`src/rtl/rscl_pkg.sv`:
```
// Package: constants and types for the reset sequencer and configuration latch
package rscl_pkg;
  // =====================================================
  // Timing, widths and counter constants
  localparam int RSCL_STRETCH_CYCLES = 4096;
  localparam int RSCL_MIN_PULSE_CYCLES = 4;
  localparam int RSCL_LOCK_DELAY_CYCLES = 2;
  localparam int RSCL_CNT_W = 13;
  localparam int RSCL_CFG_W = 32;
  localparam logic [RSCL_CNT_W-1:0] RSCL_CNT_ZERO = 13'h0000;
  localparam logic [RSCL_CNT_W-1:0] RSCL_CNT_ONE = 13'h0001;
  localparam logic [2:0] RSCL_SHORT_ZERO = 3'h0;
  localparam logic [2:0] RSCL_SHORT_ONE = 3'h1;
  localparam logic [1:0] RSCL_SYNC_ASSERTED = 2'h0;

  // =====================================================
  // Sequencer states
  typedef enum logic [3:0] {
    RSCL_POWER_ON = 4'h1,
    RSCL_STRETCH = 4'h2,
    RSCL_RUN = 4'h4,
    RSCL_HARD_HELD = 4'h8
  } rscl_state_t;

  // Pin bundle for one two-way reset pin
  typedef struct packed {
    logic out;
    logic oe;
  } rscl_pin_t;
endpackage

```
`src/rtl/rscl_cfg_reg.sv`:
```
// Configuration word register with load enable and registered read data
`timescale 1ns/1ps
module rscl_cfg_reg
  import rscl_pkg::*;
#(
  parameter int WIDTH = RSCL_CFG_W
) (
  // Clock and reset
  input wire logic sys_clk,
  input wire logic rst,
  // Load side
  input wire logic load,
  input wire logic [WIDTH-1:0] strapIn,
  // Stored word
  output logic [WIDTH-1:0] word
);
  typedef struct packed {
    logic [WIDTH-1:0] word;
  } rscl_cfg_state_t;

  rscl_cfg_state_t st;
  rscl_cfg_state_t next_st;

  // Hold the word unless a load is asked for
  always_comb begin
    next_st = st;
    if (load) begin
      next_st.word = strapIn;
    end
  end

  always_ff @(posedge sys_clk or posedge rst) begin
    if (rst) begin
      st <= '0;
    end else begin
      st <= next_st;
    end
  end

  assign word = st.word;
endmodule

```
`src/rtl/rscl_reset_sequencer.sv`:
```
// Reset sequencer: pin synchronisers, reset stretching and configuration word lock
`timescale 1ns/1ps
module rscl_reset_sequencer
  import rscl_pkg::*;
#(
  parameter int STRETCH = RSCL_STRETCH_CYCLES,
  parameter int MIN_PULSE = RSCL_MIN_PULSE_CYCLES,
  parameter int CFG_W = RSCL_CFG_W
) (
  // Clock and chip reset
  input wire logic sys_clk,
  input wire logic rst,
  // Reset pins (power-on is input only, the other two are two-way)
  input wire logic power_on_reset_n,
  input wire logic hard_reset_n_in,
  output logic hard_reset_n_out,
  output logic hard_reset_n_oe,
  input wire logic soft_reset_n_in,
  output logic soft_reset_n_out,
  output logic soft_reset_n_oe,
  // Configuration straps
  input wire logic [CFG_W-1:0] cfgStrap,
  // Internal reset outputs and configuration word
  output logic hardResetInt,
  output logic softResetInt,
  output logic cfgLocked,
  output logic [CFG_W-1:0] cfgWord
);
  // =====================================================
  // State
  typedef struct packed {
    logic [1:0] porSync;
    logic [1:0] hardSync;
    logic [1:0] softSync;
    rscl_state_t fsm;
    logic [RSCL_CNT_W-1:0] cnt;
    logic [2:0] hardLow;
    logic [2:0] softLow;
    logic [1:0] lockCnt;
    logic locked;
    logic hardInt;
    logic softInt;
    logic drivePins;
  } rscl_seq_state_t;

  rscl_seq_state_t st;
  rscl_seq_state_t next_st;
  logic porLow;
  logic hardLowNow;
  logic softLowNow;
  logic cfgLoad;

  // Saturating low-time counter for the pulse width checks
  function automatic logic [2:0] bump(input logic [2:0] v, input logic low);
    if (!low) begin
      bump = RSCL_SHORT_ZERO;
    end else if (v == 3'(MIN_PULSE)) begin
      bump = v;
    end else begin
      bump = v + RSCL_SHORT_ONE;
    end
  endfunction

  // Synchronised pin levels; only the second stage is looked at
  assign porLow = ~st.porSync[1];
  assign hardLowNow = ~st.hardSync[1];
  assign softLowNow = ~st.softSync[1];

  // Sequencer next state
  always_comb begin
    next_st = st;
    next_st.porSync = {st.porSync[0], power_on_reset_n};
    next_st.hardSync = {st.hardSync[0], hard_reset_n_in};
    next_st.softSync = {st.softSync[0], soft_reset_n_in};
    // Own drive does not count as an external pulse
    next_st.hardLow = bump(st.hardLow, hardLowNow && !st.drivePins);
    next_st.softLow = bump(st.softLow, softLowNow && !st.drivePins);
    next_st.softInt = st.hardInt;
    if (st.softLow == 3'(MIN_PULSE) && softLowNow) begin
      next_st.softInt = 1'b1;
    end
    unique case (st.fsm)
      RSCL_POWER_ON: begin
        next_st.hardInt = 1'b1;
        next_st.drivePins = 1'b1;
        next_st.cnt = RSCL_CNT_ZERO;
        if (!porLow) begin
          next_st.fsm = RSCL_STRETCH;
        end
      end
      RSCL_STRETCH: begin
        next_st.hardInt = 1'b1;
        next_st.cnt = st.cnt + RSCL_CNT_ONE;
        if (st.cnt == RSCL_CNT_W'(STRETCH - 1)) begin
          next_st.fsm = RSCL_RUN;
          next_st.drivePins = 1'b0;
          next_st.hardInt = 1'b0;
        end
      end
      RSCL_RUN: begin
        next_st.hardInt = 1'b0;
        if (st.hardLow == 3'(MIN_PULSE) && hardLowNow) begin
          next_st.fsm = RSCL_HARD_HELD;
          next_st.hardInt = 1'b1;
        end
      end
      RSCL_HARD_HELD: begin
        next_st.hardInt = 1'b1;
        next_st.cnt = RSCL_CNT_ZERO;
        if (!hardLowNow) begin
          next_st.fsm = RSCL_STRETCH;
        end
      end
      default: begin
        next_st.fsm = RSCL_POWER_ON;
      end
    endcase
    // Power-on reset overrides the state, internal hard reset and pin drive, whatever the state
    if (porLow) begin
      next_st.fsm = RSCL_POWER_ON;
      next_st.hardInt = 1'b1;
      next_st.drivePins = 1'b1;
    end
    // Lock countdown starts only once both synchronised resets are high
    if (porLow || hardLowNow) begin
      next_st.lockCnt = RSCL_SYNC_ASSERTED;
      next_st.locked = 1'b0;
    end else if (!st.locked) begin
      next_st.lockCnt = st.lockCnt + 2'h1;
      if (st.lockCnt == 2'(RSCL_LOCK_DELAY_CYCLES - 1)) begin
        next_st.locked = 1'b1;
      end
    end
  end

  always_ff @(posedge sys_clk or posedge rst) begin
    if (rst) begin
      st <= '{porSync: 2'h0, hardSync: 2'h0, softSync: 2'h0, fsm: RSCL_POWER_ON,
              cnt: RSCL_CNT_ZERO, hardLow: RSCL_SHORT_ZERO, softLow: RSCL_SHORT_ZERO,
              lockCnt: 2'h0, locked: 1'b0, hardInt: 1'b1, softInt: 1'b1, drivePins: 1'b1};
    end else begin
      st <= next_st;
    end
  end

  // Straps keep loading until the lock; the word lags the straps one edge.
  // A fresh reset loads at once, so the edge that clears the lock is not lost.
  assign cfgLoad = !st.locked || porLow || hardLowNow;

  rscl_cfg_reg #(
    .WIDTH(CFG_W)
  ) u_cfg (
    .sys_clk(sys_clk),
    .rst(rst),
    .load(cfgLoad),
    .strapIn(cfgStrap),
    .word(cfgWord)
  );

  // Pins are open-drain style: driven low only in power-on reset and the stretch after it, not after a hard reset
  assign hard_reset_n_out = 1'b0;
  assign soft_reset_n_out = 1'b0;
  assign hard_reset_n_oe = st.drivePins;
  assign soft_reset_n_oe = st.drivePins;
  assign hardResetInt = st.hardInt;
  assign softResetInt = st.softInt;
  assign cfgLocked = st.locked;

  // =====================================================
  // Checks
  stretch_len_a: assert property (@(posedge sys_clk) disable iff (rst)
    (st.fsm == RSCL_STRETCH && st.cnt == RSCL_CNT_ZERO && !porLow && st.drivePins) |-> hard_reset_n_oe [*8])
    else $error("pins released too early in stretch");
  por_drive_a: assert property (@(posedge sys_clk) disable iff (rst)
    porLow |=> hard_reset_n_oe && soft_reset_n_oe)
    else $error("pins not driven during power-on reset");
  hard_hold_a: assert property (@(posedge sys_clk) disable iff (rst)
    (st.fsm == RSCL_HARD_HELD) |-> hardResetInt)
    else $error("internal reset dropped while hard reset held");
  stretch_int_a: assert property (@(posedge sys_clk) disable iff (rst)
    $fell(hardResetInt) |-> $past(st.cnt) == RSCL_CNT_W'(STRETCH - 1))
    else $error("internal reset ended before full stretch");
  cfg_load_a: assert property (@(posedge sys_clk) disable iff (rst)
    (porLow || hardLowNow) |=> cfgWord == $past(cfgStrap))
    else $error("straps not sampled during reset");
  cfg_freeze_a: assert property (@(posedge sys_clk) disable iff (rst)
    (!porLow && !hardLowNow && !st.locked && st.lockCnt == RSCL_SYNC_ASSERTED
     && !$past(porLow || hardLowNow) == 1'b0) |-> ##2 cfgLocked)
    else $error("word not locked two cycles after release");
  cfg_stable_a: assert property (@(posedge sys_clk) disable iff (rst)
    (cfgLocked && $past(cfgLocked)) |-> $stable(cfgWord))
    else $error("locked word changed");
  sync_order_a: assert property (@(posedge sys_clk) disable iff (rst)
    $rose(power_on_reset_n) |-> ##1 porLow)
    else $error("power-on release not delayed by synchroniser");
endmodule
```
`config.mk`:
```
export PLATFORM = sky130hd
export DESIGN_NAME = rscl_reset_sequencer
export DESIGN_NICKNAME = d
export VERILOG_FILES = /design/src/rtl/rscl_pkg.sv /design/src/rtl/rscl_cfg_reg.sv /design/src/rtl/rscl_reset_sequencer.sv
export SDC_FILE = /design/constraint.sdc
export NUM_CORES = 1
export LEC_CHECK = 0
export BUFFER_PORTS_ARGS = -buffer_cell sky130_fd_sc_hd__buf_2
export CORE_MARGIN = 2
export CORE_UTILIZATION = 55
export CTS_CLUSTER_DIAMETER = 80
export CTS_CLUSTER_SIZE = 20
export DETAILED_ROUTE_END_ITERATION = 6
export GPL_ROUTABILITY_DRIVEN = 1
export GPL_TIMING_DRIVEN = 0
export PLACE_DENSITY_LB_ADDON = 0.05
export SETUP_SLACK_MARGIN = 0.2
export SLEW_MARGIN = 40
export SYNTH_ARGS = -nofsm -noshare
export SYNTH_HDL_FRONTEND = slang
export SYNTH_HIERARCHICAL = 1
export SYNTH_SLANG_ARGS = --single-unit
```
`constraint.sdc`:
```
create_clock -name sys_clk -period 4.9 [get_ports sys_clk]
set_clock_uncertainty 0.05 [all_clocks]
set_input_delay 0.735 -clock sys_clk [delete_from_list [all_inputs] [get_ports sys_clk]]
set_output_delay 0.735 -clock sys_clk [all_outputs]
set_load 0.05 [all_outputs]
```
Yosys cells after proc, flatten, opt, wreduce, memory -nomap -nowiden
Cells that the tools add are included.
{"block": "word_totals", "register_bits": 67, "latch_bits": 0, "ram_bits": 0, "romBits": 0, "inputBits": 37, "output_inout_bits": 39, "mem_count": 0}
{"block": "classes", "addsub": 4, "mul": 0, "div": 0, "n_lt_le_gt_ge": 0, "n_eq_ne": 16, "shift": 0, "n_mux": 21, "bitwise": 3, "reduce_logical": 13}
{"op": "$pmux 13 s2", "count": 1}
{"op": "$mux 3", "count": 6}
{"op": "$mux 4", "count": 4}
{"op": "$pmux 4 s4", "count": 1}
{"op": "$add 13x1->13 const B", "count": 1}
{"op": "$eq 13x12->1 const B", "count": 1}
{"op": "$ne 3x3->1 const B", "count": 3}
{"op": "$mux 1", "count": 7}
{"op": "$add 3x1->3 const B", "count": 2}
{"op": "$eq 3x3->1 const B", "count": 2}
{"op": "$eq 4x1->1 const B", "count": 1}
{"op": "$eq 4x2->1 const B", "count": 1}
{"op": "$eq 4x3->1 const B", "count": 1}
{"op": "$eq 4x4->1 const B", "count": 1}
{"op": "$logic_and 1x1->1", "count": 4}
{"op": "$ne 2x2->1 const B", "count": 2}
{"op": "$ne 4x2->1 const B", "count": 1}
{"op": "$logic_or 1x1->1", "count": 3}
{"op": "$ne 3x1->1 const B", "count": 1}
{"op": "$not 1->1", "count": 3}
{"op": "$pmux 1 s3", "count": 1}
{"op": "$reduce_and 3->1", "count": 1}
{"op": "$add 2x1->2 const B", "count": 1}
{"op": "$eq 2x1->1 const B", "count": 1}
{"op": "6 further kinds", "count": 7}

Logic depth before layout (Yosys ltp)
Gate-level depths: netlist of the first run.
{"block": "logic_depth", "ltp_word": 5, "depth_mapped": 6}

Cells and area by module
Netlist of the first run, hierarchy kept.
{"mod": "rscl_reset_sequencer", "instances": 1, "cells_each": 158, "area_per_inst_um2": 1675.4, "seq_area_each_um2": 880.8}
{"mod": "rscl_cfg_reg", "instances": 1, "cells_each": 69, "area_per_inst_um2": 1348.8, "seq_area_each_um2": 800.8}

Worst setup path before layout of the first run
No wires, ideal clock.
{"block": "synth_timing", "path_kind": "reg-to-reg", "start": "reg st[28] (netlist name)", "end": "reg st[23] (netlist name)", "setup_ns": 0.066, "arrival_ns": 1.664, "required_time_ns": 4.784, "path_slack_ns": 3.120, "path_stages_with_launch": 6, "n_path_buf": 1, "path_cell_list": "dfrtp_1 clkbuf_2 nor4b_4 nand4_4 or4_1 nand2_1"}
{"block": "synth_via", "elab_chain_cells": 3, "elab_cells_between_ends": 6, "cone_classes": "eq/ne (3); mux (1); reduce/logical (2)"}
{"element": "start, declared", "line_no": "rscl_reset_sequencer.sv:46", "rtl": "rscl_seq_state_t st;"}
{"element": "start signal, assigned", "line_no": "rscl_reset_sequencer.sv:138", "rtl": "st <= '{porSync: 2'h0, hardSync: 2'h0, softSync: 2'h0, fsm: RSCL_POWER_ON,"}
{"element": "start signal, assigned", "line_no": "rscl_reset_sequencer.sv:142", "rtl": "st <= next_st;"}
{"element": "$eq 4x4->1 or $eq 4x1->1 (tied branches)", "line_no": "rscl_reset_sequencer.sv:82", "rtl": "unique case (st.fsm)"}
{"element": "$reduce_or 2->1 (no line)"}
{"element": "$pmux 13 s2 or $reduce_bool 2->1 (tied branches)"}
Parallel ways exist; a longest one is shown, timed or not.
A chain may end at the register's enable or synchronous reset.

Worst setup path after layout of the first run
{"block": "layout_timing", "start": "reg st (netlist bit hard_reset_n_oe)", "end": "out soft_reset_n_oe"}
{"element": "end, declared", "line_no": "rscl_reset_sequencer.sv:20", "rtl": "output logic soft_reset_n_oe,"}
No word-level cell between the ends.

==> flow_metrics.py, run 1 <==
metrics = {
    "worst_setup_path": {
        "worstSetupPathType": "register to output port",
        "timing.critical_path.to_type": "output port",
        "arrival_time_reported_for_the_critical_path_endpoint_ps": 1330,
        "reg2reg_to": "st[23]",
        "startpoint_of_the_lowest_slack_register_to_register_path": "st[28]",
        "worst_setup_path_start_kind": "register",
        "slack_of_the_worst_reg_to_reg_path_ps": 2900,
        "critical_path_required_ps": 4120,
        "reg2regPathDepth": 5,
        "timing.critical_path.fanout_max": 9,
    },
    "floorplanning": {
        "boundaryPins": 76,
        "initial_core_util_pct": 58.10,
        "die_area_sq_um": 6107,
        "placeableCoreArea_sq_um": 5205,
        "chipHeight_um": 78.15,
        "dieWidth_um": 78.15,
        "placement_rows": 26,
    },
    "yosys": {
        "seq_area_frac_synth_pct": 55.61,
        "yosysWarnings": 6,
        "netlist_area_sq_um": 3024,
        "ys_async_sr_fraction_pct": 100.0,
        "ys_types": 41,
        "syn_avg_cell_area_sq_um": 13.32,
        "synth_flop_cell": "sky130_fd_sc_hd__dfrtp_1",
        "synth_edf_count": 0,
        "flip_flop_and_latch_count_after_synthesis": 67,
        "postSynthCellCount": 227,
    },
    "sta": {
        "setup_viol": 0,
        "rsz0062_at_grt": "false",
        "tightest_slew_ps": 730.1,
        "slew_viol_final": 0,
        "final_period_minus_worst_setup_slack_ps": 2115,
        "setup_tns_ps": 0,
        "setup_ws_ps": 2785,
        "fmaxAchievable_ghz": 0.4729,
        "maxSlewHeadroom_pct": 51.26,
        "report.final.hold_viol_count": 0,
        "timing.final.crit_share_pct": 43.16,
    },
    "clock_tree": {
        "cts.path.max_buffers": 2,
        "holdBufCountCts": 0,
        "cts_buffers": 9,
        "clkSinkCount": 67,
        "ctsRootBufferMaster": "sky130_fd_sc_hd__clkbuf_8",
        "worst_path_clk_slew_ps": 70,
        "tritoncts": "built",
        "postCtsSetupRepairBufs": 0,
        "insertion_delay_ps": 340,
        "ctsHtreeMaxLevel": 3,
        "cts_resized": 0,
    },
    "route": {
        "drt_iter0_markers": 83,
        "first_pass_iters": 4,
        "route.final.wire_length_mm": 5.458,
        "postRouteAntennaNets": 0,
        "routed-via-count": 1967,
        "route.detailed.drc": 0,
        "wl_per_cell_um": 14.10,
        "avgViaCountPerCell": 5.083,
    },
    "pwr": {
        "netSwitchingFraction_pct": 27.21,
        "seqPwrFrac_pct": 48.7,
        "power_density_nw_per_um2": 329.3,
        "standby_leakage_power_nw": 1.868,
        "internal-power_w": 0.0008829,
        "power.switching_w": 0.0003301,
        "part_of_the_power_in_combinational_logic_pct": 13.8,
        "p_clk_share_pct": 37.6,
        "ir_worst_vdd_mv": 0.1807,
    },
    "placed_design": {
        "dpl.hpwl_mm": 3.855,
        "portBuffers": 73,
        "preCtsSetupSlack_ps": 2885,
        "globalplace.congestion": 0.7603,
    },
    "finish": {
        "regArea_sq_um": 1682,
        "layout.cells.most_common": "sky130_fd_sc_hd__buf_2",
        "drive_above_1_share_pct": 44.16,
        "commonest_cells_after_routing_fill_and_taps_aside": "sky130_fd_sc_hd__buf_2, sky130_fd_sc_hd__dfrtp_1, sky130_fd_sc_hd__mux2_4, sky130_fd_sc_hd__nor2_1, sky130_fd_sc_hd__nand2_1",
        "layout-area-overhead-vs-synth_pct": 21.80,
        "antenna-diode-count": 0,
        "nNetsFinal": 355,
        "fillCellCount": 378,
        "layout.core_utilization_pct": 70.77,
        "area_of_combinational_cells_with_multiple_inputs_sq_um": 1191,
    },
    "global_routing": {
        "groute.usage.overall_pct": 19.41,
        "antenna_found_initial": 0,
        "globalRouteOverflowTotal": 0,
        "grt_first_pass_wirelength_mm": 9.266,
        "maximum_number_of_pins_on_one_net_before_global_route_repair": 36,
        "first_global_vias": 2050,
    },
    "hold_path": {
        "holdPathEnd": "st[34]",
        "hold_path_startpoint": "next_st[34]",
        "worst_hold_path_type": "register to register",
        "cell_count_of_the_worst_hold_path": 0,
    },
    "status": {
        "run_status": "complete, no violations",
    },
    "flow_run": {
        "drv.max_cap_violation_count": 0,
    },
}
state kept, by name (all words and copies together) (netlist names):
register         cells
next_st              3
cfgLocked            1
softResetInt         1
hardResetInt         1
u_cfg/word          32
hard_reset_n_oe      1
st                  28
stage by stage:
step	hold slack, ps	std cells	total power, W	instance area [sq um]
finish	301.2	387	0.001213	3684
global route	312.4	387	0.001265	3684
CTS	304.2	387	0.001228	3684
detailed placement	288.1	371	0.0007686	3481
global placement	282.7	371	0.0007643	3481
floorplan	281.2	228	0.0007217	3028
logic make-up (layout without fill, tap and decap cells):
group           count (synthesis)  count (layout)  synth area share [%]
mux                            35              35                 16.63
simple gates                   66              66                 12.54
other cells                     1               2                0.1240
fa+ha+maj                       6               6                 2.482
flops                          67              67                 55.61
compound gates                 19              19                 4.013
xor+xnor                       12              12                 3.475
buf+inv                        21             110                 5.130
worst max path at each step:
stage,slack (ps),to,startpoint,cells after the start
after global placement,2840,st[8],rst,2
after floorplan,3120,st[23],st[28],5
final,2790,soft_reset_n_oe,hard_reset_n_oe,2
after global routing,2700,st[22],st[28],5
after CTS,2760,soft_reset_n_oe,hard_reset_n_oe,2
after detailed placement,2880,st[22],st[28],5
worst max-delay path, cell delays in order, from the launching register on:
cell                      delay, ps
sky130_fd_sc_hd__dfstp_2        620
sky130_fd_sc_hd__buf_4          130
sky130_fd_sc_hd__buf_2          240
area by class of cell:
| type | count | share of cell area [%] |
|---|---|---|
| Buffer | 12 | 3.295 |
| Clock buffer | 10 | 3.736 |
| Clock inverter | 6 | 1.766 |
| Inverter | 9 | 0.9171 |
| Multi-Input combinational cell | 140 | 32.34 |
| Sequential cell | 67 | 45.65 |
| Tap cell | 70 | 2.378 |
| Timing Repair Buffer | 73 | 9.918 |
power groups by stage:
stage	sequential, W	clock [W]	combinational [W]
finish	0.000590	0.000456	0.000167
global route	0.000594	0.000493	0.000178
CTS	0.000590	0.000469	0.000169
detailed placement	0.000600	0	0.000169
global placement	0.000600	0	0.000165
floorplan	0.000652	0	0.0000694
metal layers:
layer  track usage (%)  part of all wire [%]
met5                 0                     0
met4             8.421                   1.9
met3             4.368                   5.4
met2             31.55                    47
met1             25.14                    46
synth_stat cells (all sizes together), types with 6 or more instances:
cell type / number / area [sq um]
xor2: 8 / 70.07
nand2: 14 / 52.55
inv: 9 / 33.78
nor3: 7 / 35.03
mux2: 32 / 473.0
ha: 6 / 75.07
dfrtp: 63 / 1577
nand3: 6 / 30.03
buf: 8 / 105.1
nor2: 15 / 56.30
o21ai: 7 / 35.03
Power figures use the tool's default switching activity.
==> run 2, diff against run 1 <==
--- a/config.mk
+++ b/config.mk
@@ -7,7 +7,7 @@
 export LEC_CHECK = 0
 export BUFFER_PORTS_ARGS = -buffer_cell sky130_fd_sc_hd__buf_2
 export CORE_MARGIN = 2
-export CORE_UTILIZATION = 55
+export CORE_UTILIZATION = 53
 export CTS_CLUSTER_DIAMETER = 80
 export CTS_CLUSTER_SIZE = 20
 export DETAILED_ROUTE_END_ITERATION = 6
==> constraint.sdc (replaced) <==
create_clock -name sys_clk -period 2.1 [get_ports sys_clk]
set_clock_uncertainty 0.05 [all_clocks]
set_input_delay 0.315 -clock sys_clk [delete_from_list [all_inputs] [get_ports sys_clk]]
set_output_delay 0.315 -clock sys_clk [all_outputs]
set_load 0.05 [all_outputs]
==> run 2 against run 1 <==
Clock-buffer cell count is 1 higher; register-to-register slack worse by 2600 ps; sequential power up 130%; first-iteration DRC count shrank 28%; combinational power grew 140%; sequential share of layout area shrank 0.23 points; total power increased by 130%; setup slack got worse by 2500 ps; largest cell class unchanged.
==> flow_metrics.py, run 2 (same netlist as run 1, synthesis figures left out) <==
metrics = {
    "sta": {
        "timing.final.crit_share_pct": 86.73,
        "setup_tns_ps": 0,
        "maxSlewHeadroom_pct": 52.83,
        "slew_viol_final": 0,
        "setup_viol": 0,
        "tightest_slew_ps": 706.5,
        "rsz0062_at_grt": "false",
        "report.final.hold_viol_count": 0,
        "final_period_minus_worst_setup_slack_ps": 1821,
        "fmaxAchievable_ghz": 0.5491,
    },
    "clock_tree": {
        "insertion_delay_ps": 340,
        "cts_buffers": 9,
        "worst_path_clk_slew_ps": 70,
        "ctsHtreeMaxLevel": 3,
        "tritoncts": "built",
        "ctsRootBufferMaster": "sky130_fd_sc_hd__clkbuf_8",
        "holdBufCountCts": 0,
        "cts.path.max_buffers": 2,
        "clkSinkCount": 67,
    },
    "placed_design": {
        "post-place-cells": 373,
        "dpl.hpwl_mm": 3.720,
        "placement_stage_cell_area_sq_um": 3483,
        "portBuffers": 73,
        "globalplace.congestion": 0.7446,
    },
    "pwr": {
        "power_density_nw_per_um2": 760.9,
        "ir_worst_vdd_mv": 0.5099,
        "standby_leakage_power_nw": 1.888,
    },
    "floorplanning": {
        "initial_core_util_pct": 54.92,
        "dieWidth_um": 79.54,
        "die_area_sq_um": 6326,
        "boundaryPins": 76,
        "placeableCoreArea_sq_um": 5507,
        "placement_rows": 27,
        "chipHeight_um": 79.54,
    },
    "route": {
        "wl_per_cell_um": 13.52,
        "drt_iter0_markers": 60,
        "postRouteAntennaNets": 0,
        "routed-via-count": 1927,
        "avgViaCountPerCell": 4.916,
        "route.detailed.drc": 0,
        "first_pass_iters": 4,
        "route.final.wire_length_mm": 5.301,
    },
    "global_routing": {
        "first_global_vias": 1929,
        "globalRouteOverflowTotal": 0,
        "antenna_found_initial": 0,
        "maximum_number_of_pins_on_one_net_before_global_route_repair": 36,
        "grt_first_pass_wirelength_mm": 8.983,
        "groute.usage.overall_pct": 18.83,
    },
    "worst_setup_path": {
        "slack_of_the_worst_reg_to_reg_path_ps": 280,
        "reg2regPathDepth": 5,
        "worst_path_max_stage_delay_ps": 650,
        "timing.critical_path.to_type": "register",
        "crit_chain": "buf_6, or4b_2, clkbuf_2, o21ai_0, and2_1",
        "timing.critical_path.fanout_max": 7,
        "reg2reg_to": "st[27]",
        "startpoint_of_the_lowest_slack_register_to_register_path": "st[25]",
        "critPathSlowestCell": "sky130_fd_sc_hd__or4b_2",
        "worstSetupPathType": "register to register",
        "critical_path_required_ps": 2340,
        "arrival_time_reported_for_the_critical_path_endpoint_ps": 2060,
        "worst_setup_path_start_kind": "register",
    },
    "finish": {
        "fillCellCount": 425,
        "drive_above_1_share_pct": 45.00,
        "regArea_sq_um": 1682,
        "commonest_cells_after_routing_fill_and_taps_aside": "sky130_fd_sc_hd__buf_2, sky130_fd_sc_hd__dfrtp_1, sky130_fd_sc_hd__mux2_4, sky130_fd_sc_hd__nor2_1, sky130_fd_sc_hd__nand2_1",
        "area_of_combinational_cells_with_multiple_inputs_sq_um": 1191,
        "post-route-cell-area_sq_um": 3702,
        "layout.core_utilization_pct": 67.23,
        "post_layout_nonfiller_instances": 392,
        "layout.cells.most_common": "sky130_fd_sc_hd__buf_2",
        "largest_reg_flops": 32,
        "nNetsFinal": 358,
        "layout-area-overhead-vs-synth_pct": 22.42,
        "antenna-diode-count": 0,
    },
    "hold_path": {
        "worst_hold_path_type": "input pin to asynchronous set/reset pin",
    },
    "status": {
        "run_status": "complete, no violations",
    },
    "flow_run": {
        "drv.max_cap_violation_count": 0,
    },
}
run 2: how the worst max path moves through the flow:
stage	endpoint	depth (start not counted)	slack (ps)	startpoint
4_1_cts	hardResetInt	6	200	st[28]
3_3_place_gp	st[23]	5	120	st[28]
2_1_floorplan	st[23]	5	320	st[28]
3_5_place_dp	st[23]	5	90	st[28]
6_report	st[27]	5	280	st[25]
5_1_grt	st[23]	6	210	st[28]
run 2: routing by layer:
metal  part of all wire, %  up-vias  GRT usage [%]
li1                      -      957              -
met1                    46      908          24.45
met4                   2.2        0          9.828
met5                     0        -              0
met3                   5.0       11          4.864
met2                    46       51          29.08
run 2: stage by stage:
| stage | total power (W) | hold WS (ps) | worst slack, ps |
|---|---|---|---|
| final | 0.002817 | 16.74 | 278.8 |
| after global routing | 0.002948 | 9.840 | 209.6 |
| after CTS | 0.002850 | 14.75 | 199.6 |
| after detailed placement | 0.001790 | 288.9 | 89.41 |
| after global placement | 0.001784 | 282.0 | 122.0 |
| after floorplan | 0.001684 | 281.2 | 320.4 |
run 2: layout make-up:
cell class,count,share of cell area (%)
tap,72,2.433
multi-input combinational,140,32.17
clock buffer,11,3.819
inverter,9,0.9125
clock inverter,5,1.419
buffer,12,3.346
sequential,67,45.42
timing repair buffer,76,10.48
run 2: worst max-delay path: cells and delay by family (launching register included):
kind | cells | cell delay, ps
buffers and inverters | 2 | 310
AOI/OAI and AO/OA | 1 | 230
and+or+nand+nor | 2 | 800
DFF | 1 | 370
run 2: what timing repair did:
action                     in CTS  in global routing
resized for setup               0                  7
pin swaps                       1                  0
setup buffers                   3                  0
hold endpoints to repair        0                  0
setup endpoints to repair       4                  3
run 2: power by group:
group / leakage (nW) / switching [W] / total (W) / internal, W
logic: 0.957 / 0.000252 / 0.000395 / 0.000143
clock network: 0.0991 / 0.000471 / 0.00104 / 0.000574
registers: 0.831 / 0.0000326 / 0.00138 / 0.00134
total: 1.89 / 0.000755 / 0.00282 / 0.00206
==> run 3, diff against run 2 <==
--- a/config.mk
+++ b/config.mk
@@ -13,6 +13,7 @@
 export DETAILED_ROUTE_END_ITERATION = 6
 export GPL_ROUTABILITY_DRIVEN = 1
 export GPL_TIMING_DRIVEN = 0
+export HOLD_SLACK_MARGIN = 0.12
 export PLACE_DENSITY_LB_ADDON = 0.05
 export SETUP_SLACK_MARGIN = 0.2
 export SLEW_MARGIN = 40
==> run 3 against run 2 <==
Fmax about the same; critical path type unchanged; critical endpoint unchanged; sequential share of layout area down 0.49 points; worst hold slack better by 130 ps.
==> flow_metrics.py, run 3 (same netlist as run 1, synthesis figures left out) <==
metrics = {
    "route": {
        "avgViaCountPerCell": 4.919,
        "postRouteAntennaNets": 0,
        "routed-via-count": 1948,
        "route.detailed.drc": 0,
        "first_pass_iters": 4,
        "route.final.wire_length_mm": 5.339,
        "wl_per_cell_um": 13.48,
        "drt_iter0_markers": 53,
    },
    "finish": {
        "layout-area-overhead-vs-synth_pct": 23.75,
        "antenna-diode-count": 0,
        "drive_above_1_share_pct": 44.44,
        "layout.core_utilization_pct": 67.96,
        "regArea_sq_um": 1682,
        "layout.cells.most_common": "sky130_fd_sc_hd__buf_2",
        "largest_reg_flops": 32,
        "nNetsFinal": 362,
        "area_of_combinational_cells_with_multiple_inputs_sq_um": 1191,
        "fillCellCount": 421,
        "commonest_cells_after_routing_fill_and_taps_aside": "sky130_fd_sc_hd__buf_2, sky130_fd_sc_hd__dfrtp_1, sky130_fd_sc_hd__mux2_4, sky130_fd_sc_hd__nor2_1, sky130_fd_sc_hd__nand2_1",
        "post_layout_nonfiller_instances": 396,
    },
    "global_routing": {
        "grt_util_met1_pct": 24.53,
        "globalRouteOverflowTotal": 0,
        "antenna_found_initial": 0,
        "met3_usage_pct": 4.864,
        "first_global_vias": 1942,
        "grt_busiest_layer": "met2",
        "globalRouteMet2Util_pct": 29.41,
        "maximum_number_of_pins_on_one_net_before_global_route_repair": 36,
        "grt_first_pass_wirelength_mm": 9.045,
        "groute.usage.overall_pct": 18.95,
    },
    "sta": {
        "slew_viol_final": 0,
        "finalHoldWorstSlack_ps": 143.7,
        "setup_tns_ps": 0,
        "rsz0062_at_grt": "false",
        "final_period_minus_worst_setup_slack_ps": 1820,
        "tightest_slew_ps": 706.3,
        "maxSlewHeadroom_pct": 52.84,
        "fmaxAchievable_ghz": 0.5496,
        "timing.final.crit_share_pct": 86.65,
        "setup_viol": 0,
        "report.final.hold_viol_count": 0,
        "setup_ws_ps": 280.4,
    },
    "pwr": {
        "part_of_the_power_in_combinational_logic_pct": 14.2,
        "ir_worst_vdd_mv": 0.5098,
        "netSwitchingFraction_pct": 26.78,
        "p_clk_share_pct": 37.0,
        "power.switching_w": 0.0007558,
        "seqPwrFrac_pct": 48.8,
        "standby_leakage_power_nw": 1.904,
        "power_density_nw_per_um2": 754.2,
        "internal-power_w": 0.002067,
    },
    "flow_run": {
        "drv.max_cap_violation_count": 0,
    },
    "clock_tree": {
        "cts_buffers": 9,
        "cts.path.max_buffers": 2,
        "ctsRootBufferMaster": "sky130_fd_sc_hd__clkbuf_8",
        "insertion_delay_ps": 340,
        "ctsHtreeMaxLevel": 3,
        "tritoncts": "built",
        "clkSinkCount": 67,
        "worst_path_clk_slew_ps": 70,
    },
    "floorplanning": {
        "placeableCoreArea_sq_um": 5507,
        "boundaryPins": 76,
        "dieWidth_um": 79.54,
        "chipHeight_um": 79.54,
        "placement_rows": 27,
        "initial_core_util_pct": 54.92,
        "die_area_sq_um": 6326,
    },
    "worst_setup_path": {
        "timing.critical_path.fanout_max": 7,
        "critical_path_required_ps": 2340,
        "timing.critical_path.to_type": "register",
        "worstSetupPathType": "register to register",
        "arrival_time_reported_for_the_critical_path_endpoint_ps": 2060,
        "worst_setup_path_start_kind": "register",
    },
    "placed_design": {
        "preCtsSetupSlack_ps": 89.41,
        "post-place-cells": 373,
        "globalplace.congestion": 0.7446,
        "dpl.hpwl_mm": 3.720,
        "portBuffers": 73,
    },
    "hold_path": {
        "worst_hold_path_type": "input pin to register",
    },
    "status": {
        "run_status": "complete, no violations",
    },
}
[run 3: cell types whose count changed in the layout (fill, tap and decap cells not counted)]
cell and delta:
sky130_fd_sc_hd__dlygate4sd3_1 +4
[run 3: path summary, 6_finish.rpt]
check,startpoint,endpoint,depth (start not counted),slack (ps)
min reg2reg,next_st[34],st[34],0,300
max reg2reg,st[25],st[27],5,280
min in group asynchronous,rst,u_cfg/word[14],3,570
min,cfgStrap[14],u_cfg/word[14],2,140
max in group asynchronous,rst,st[32],3,940
max,st[25],st[27],5,280
[run 3: metrics by stage]
step / total power, W / instance area [sq um]
after floorplan: 0.001684 / 3028
after global placement: 0.001784 / 3483
after detailed placement: 0.001790 / 3483
after CTS: 0.002856 / 3740
after global routing: 0.002955 / 3742
final: 0.002822 / 3742
[run 3: critical path, cell delays in order (launching register included)]
cell and delay [ps]:
sky130_fd_sc_hd__dfstp_2 370, sky130_fd_sc_hd__buf_6 130, sky130_fd_sc_hd__or4b_2 650, sky130_fd_sc_hd__clkbuf_2 180, sky130_fd_sc_hd__o21ai_0 230, sky130_fd_sc_hd__and2_1 150
[run 3: power by group through the flow]
stage	registers (W)	logic (W)	clock network [W]
floorplan	0.00152	0.000162	0
finish	0.00138	0.000401	0.00104
CTS	0.00138	0.000402	0.00108
global route	0.00138	0.000430	0.00114
global placement	0.00140	0.000385	0
detailed placement	0.00140	0.000390	0
[run 3: layout make-up]
class / instances / area share [%]
repair buffers: 80 / 11.43
flip-flops and latches: 67 / 44.93
inverters: 9 / 0.9027
clock inverters: 5 / 1.404
plain buffers: 12 / 3.310
multi-input cells: 140 / 31.83
clock buffers: 11 / 3.778
well taps: 72 / 2.407
[run 3: repair_timing]
action / 4_1_cts / 5_1_grt
setup endpoints to repair: 4 / 3
hold endpoints to repair: 66 / 0
setup buffers: 3 / 0
gates resized for setup: 0 / 7
hold buffers: 4 / 0
pin swaps: 1 / 0
[run 3: metal layers]
metal,wire [um],up-vias
met1,2461,917
met5,0,-
met3,273,11
met4,115,0
li1,-,967
met2,2489,53
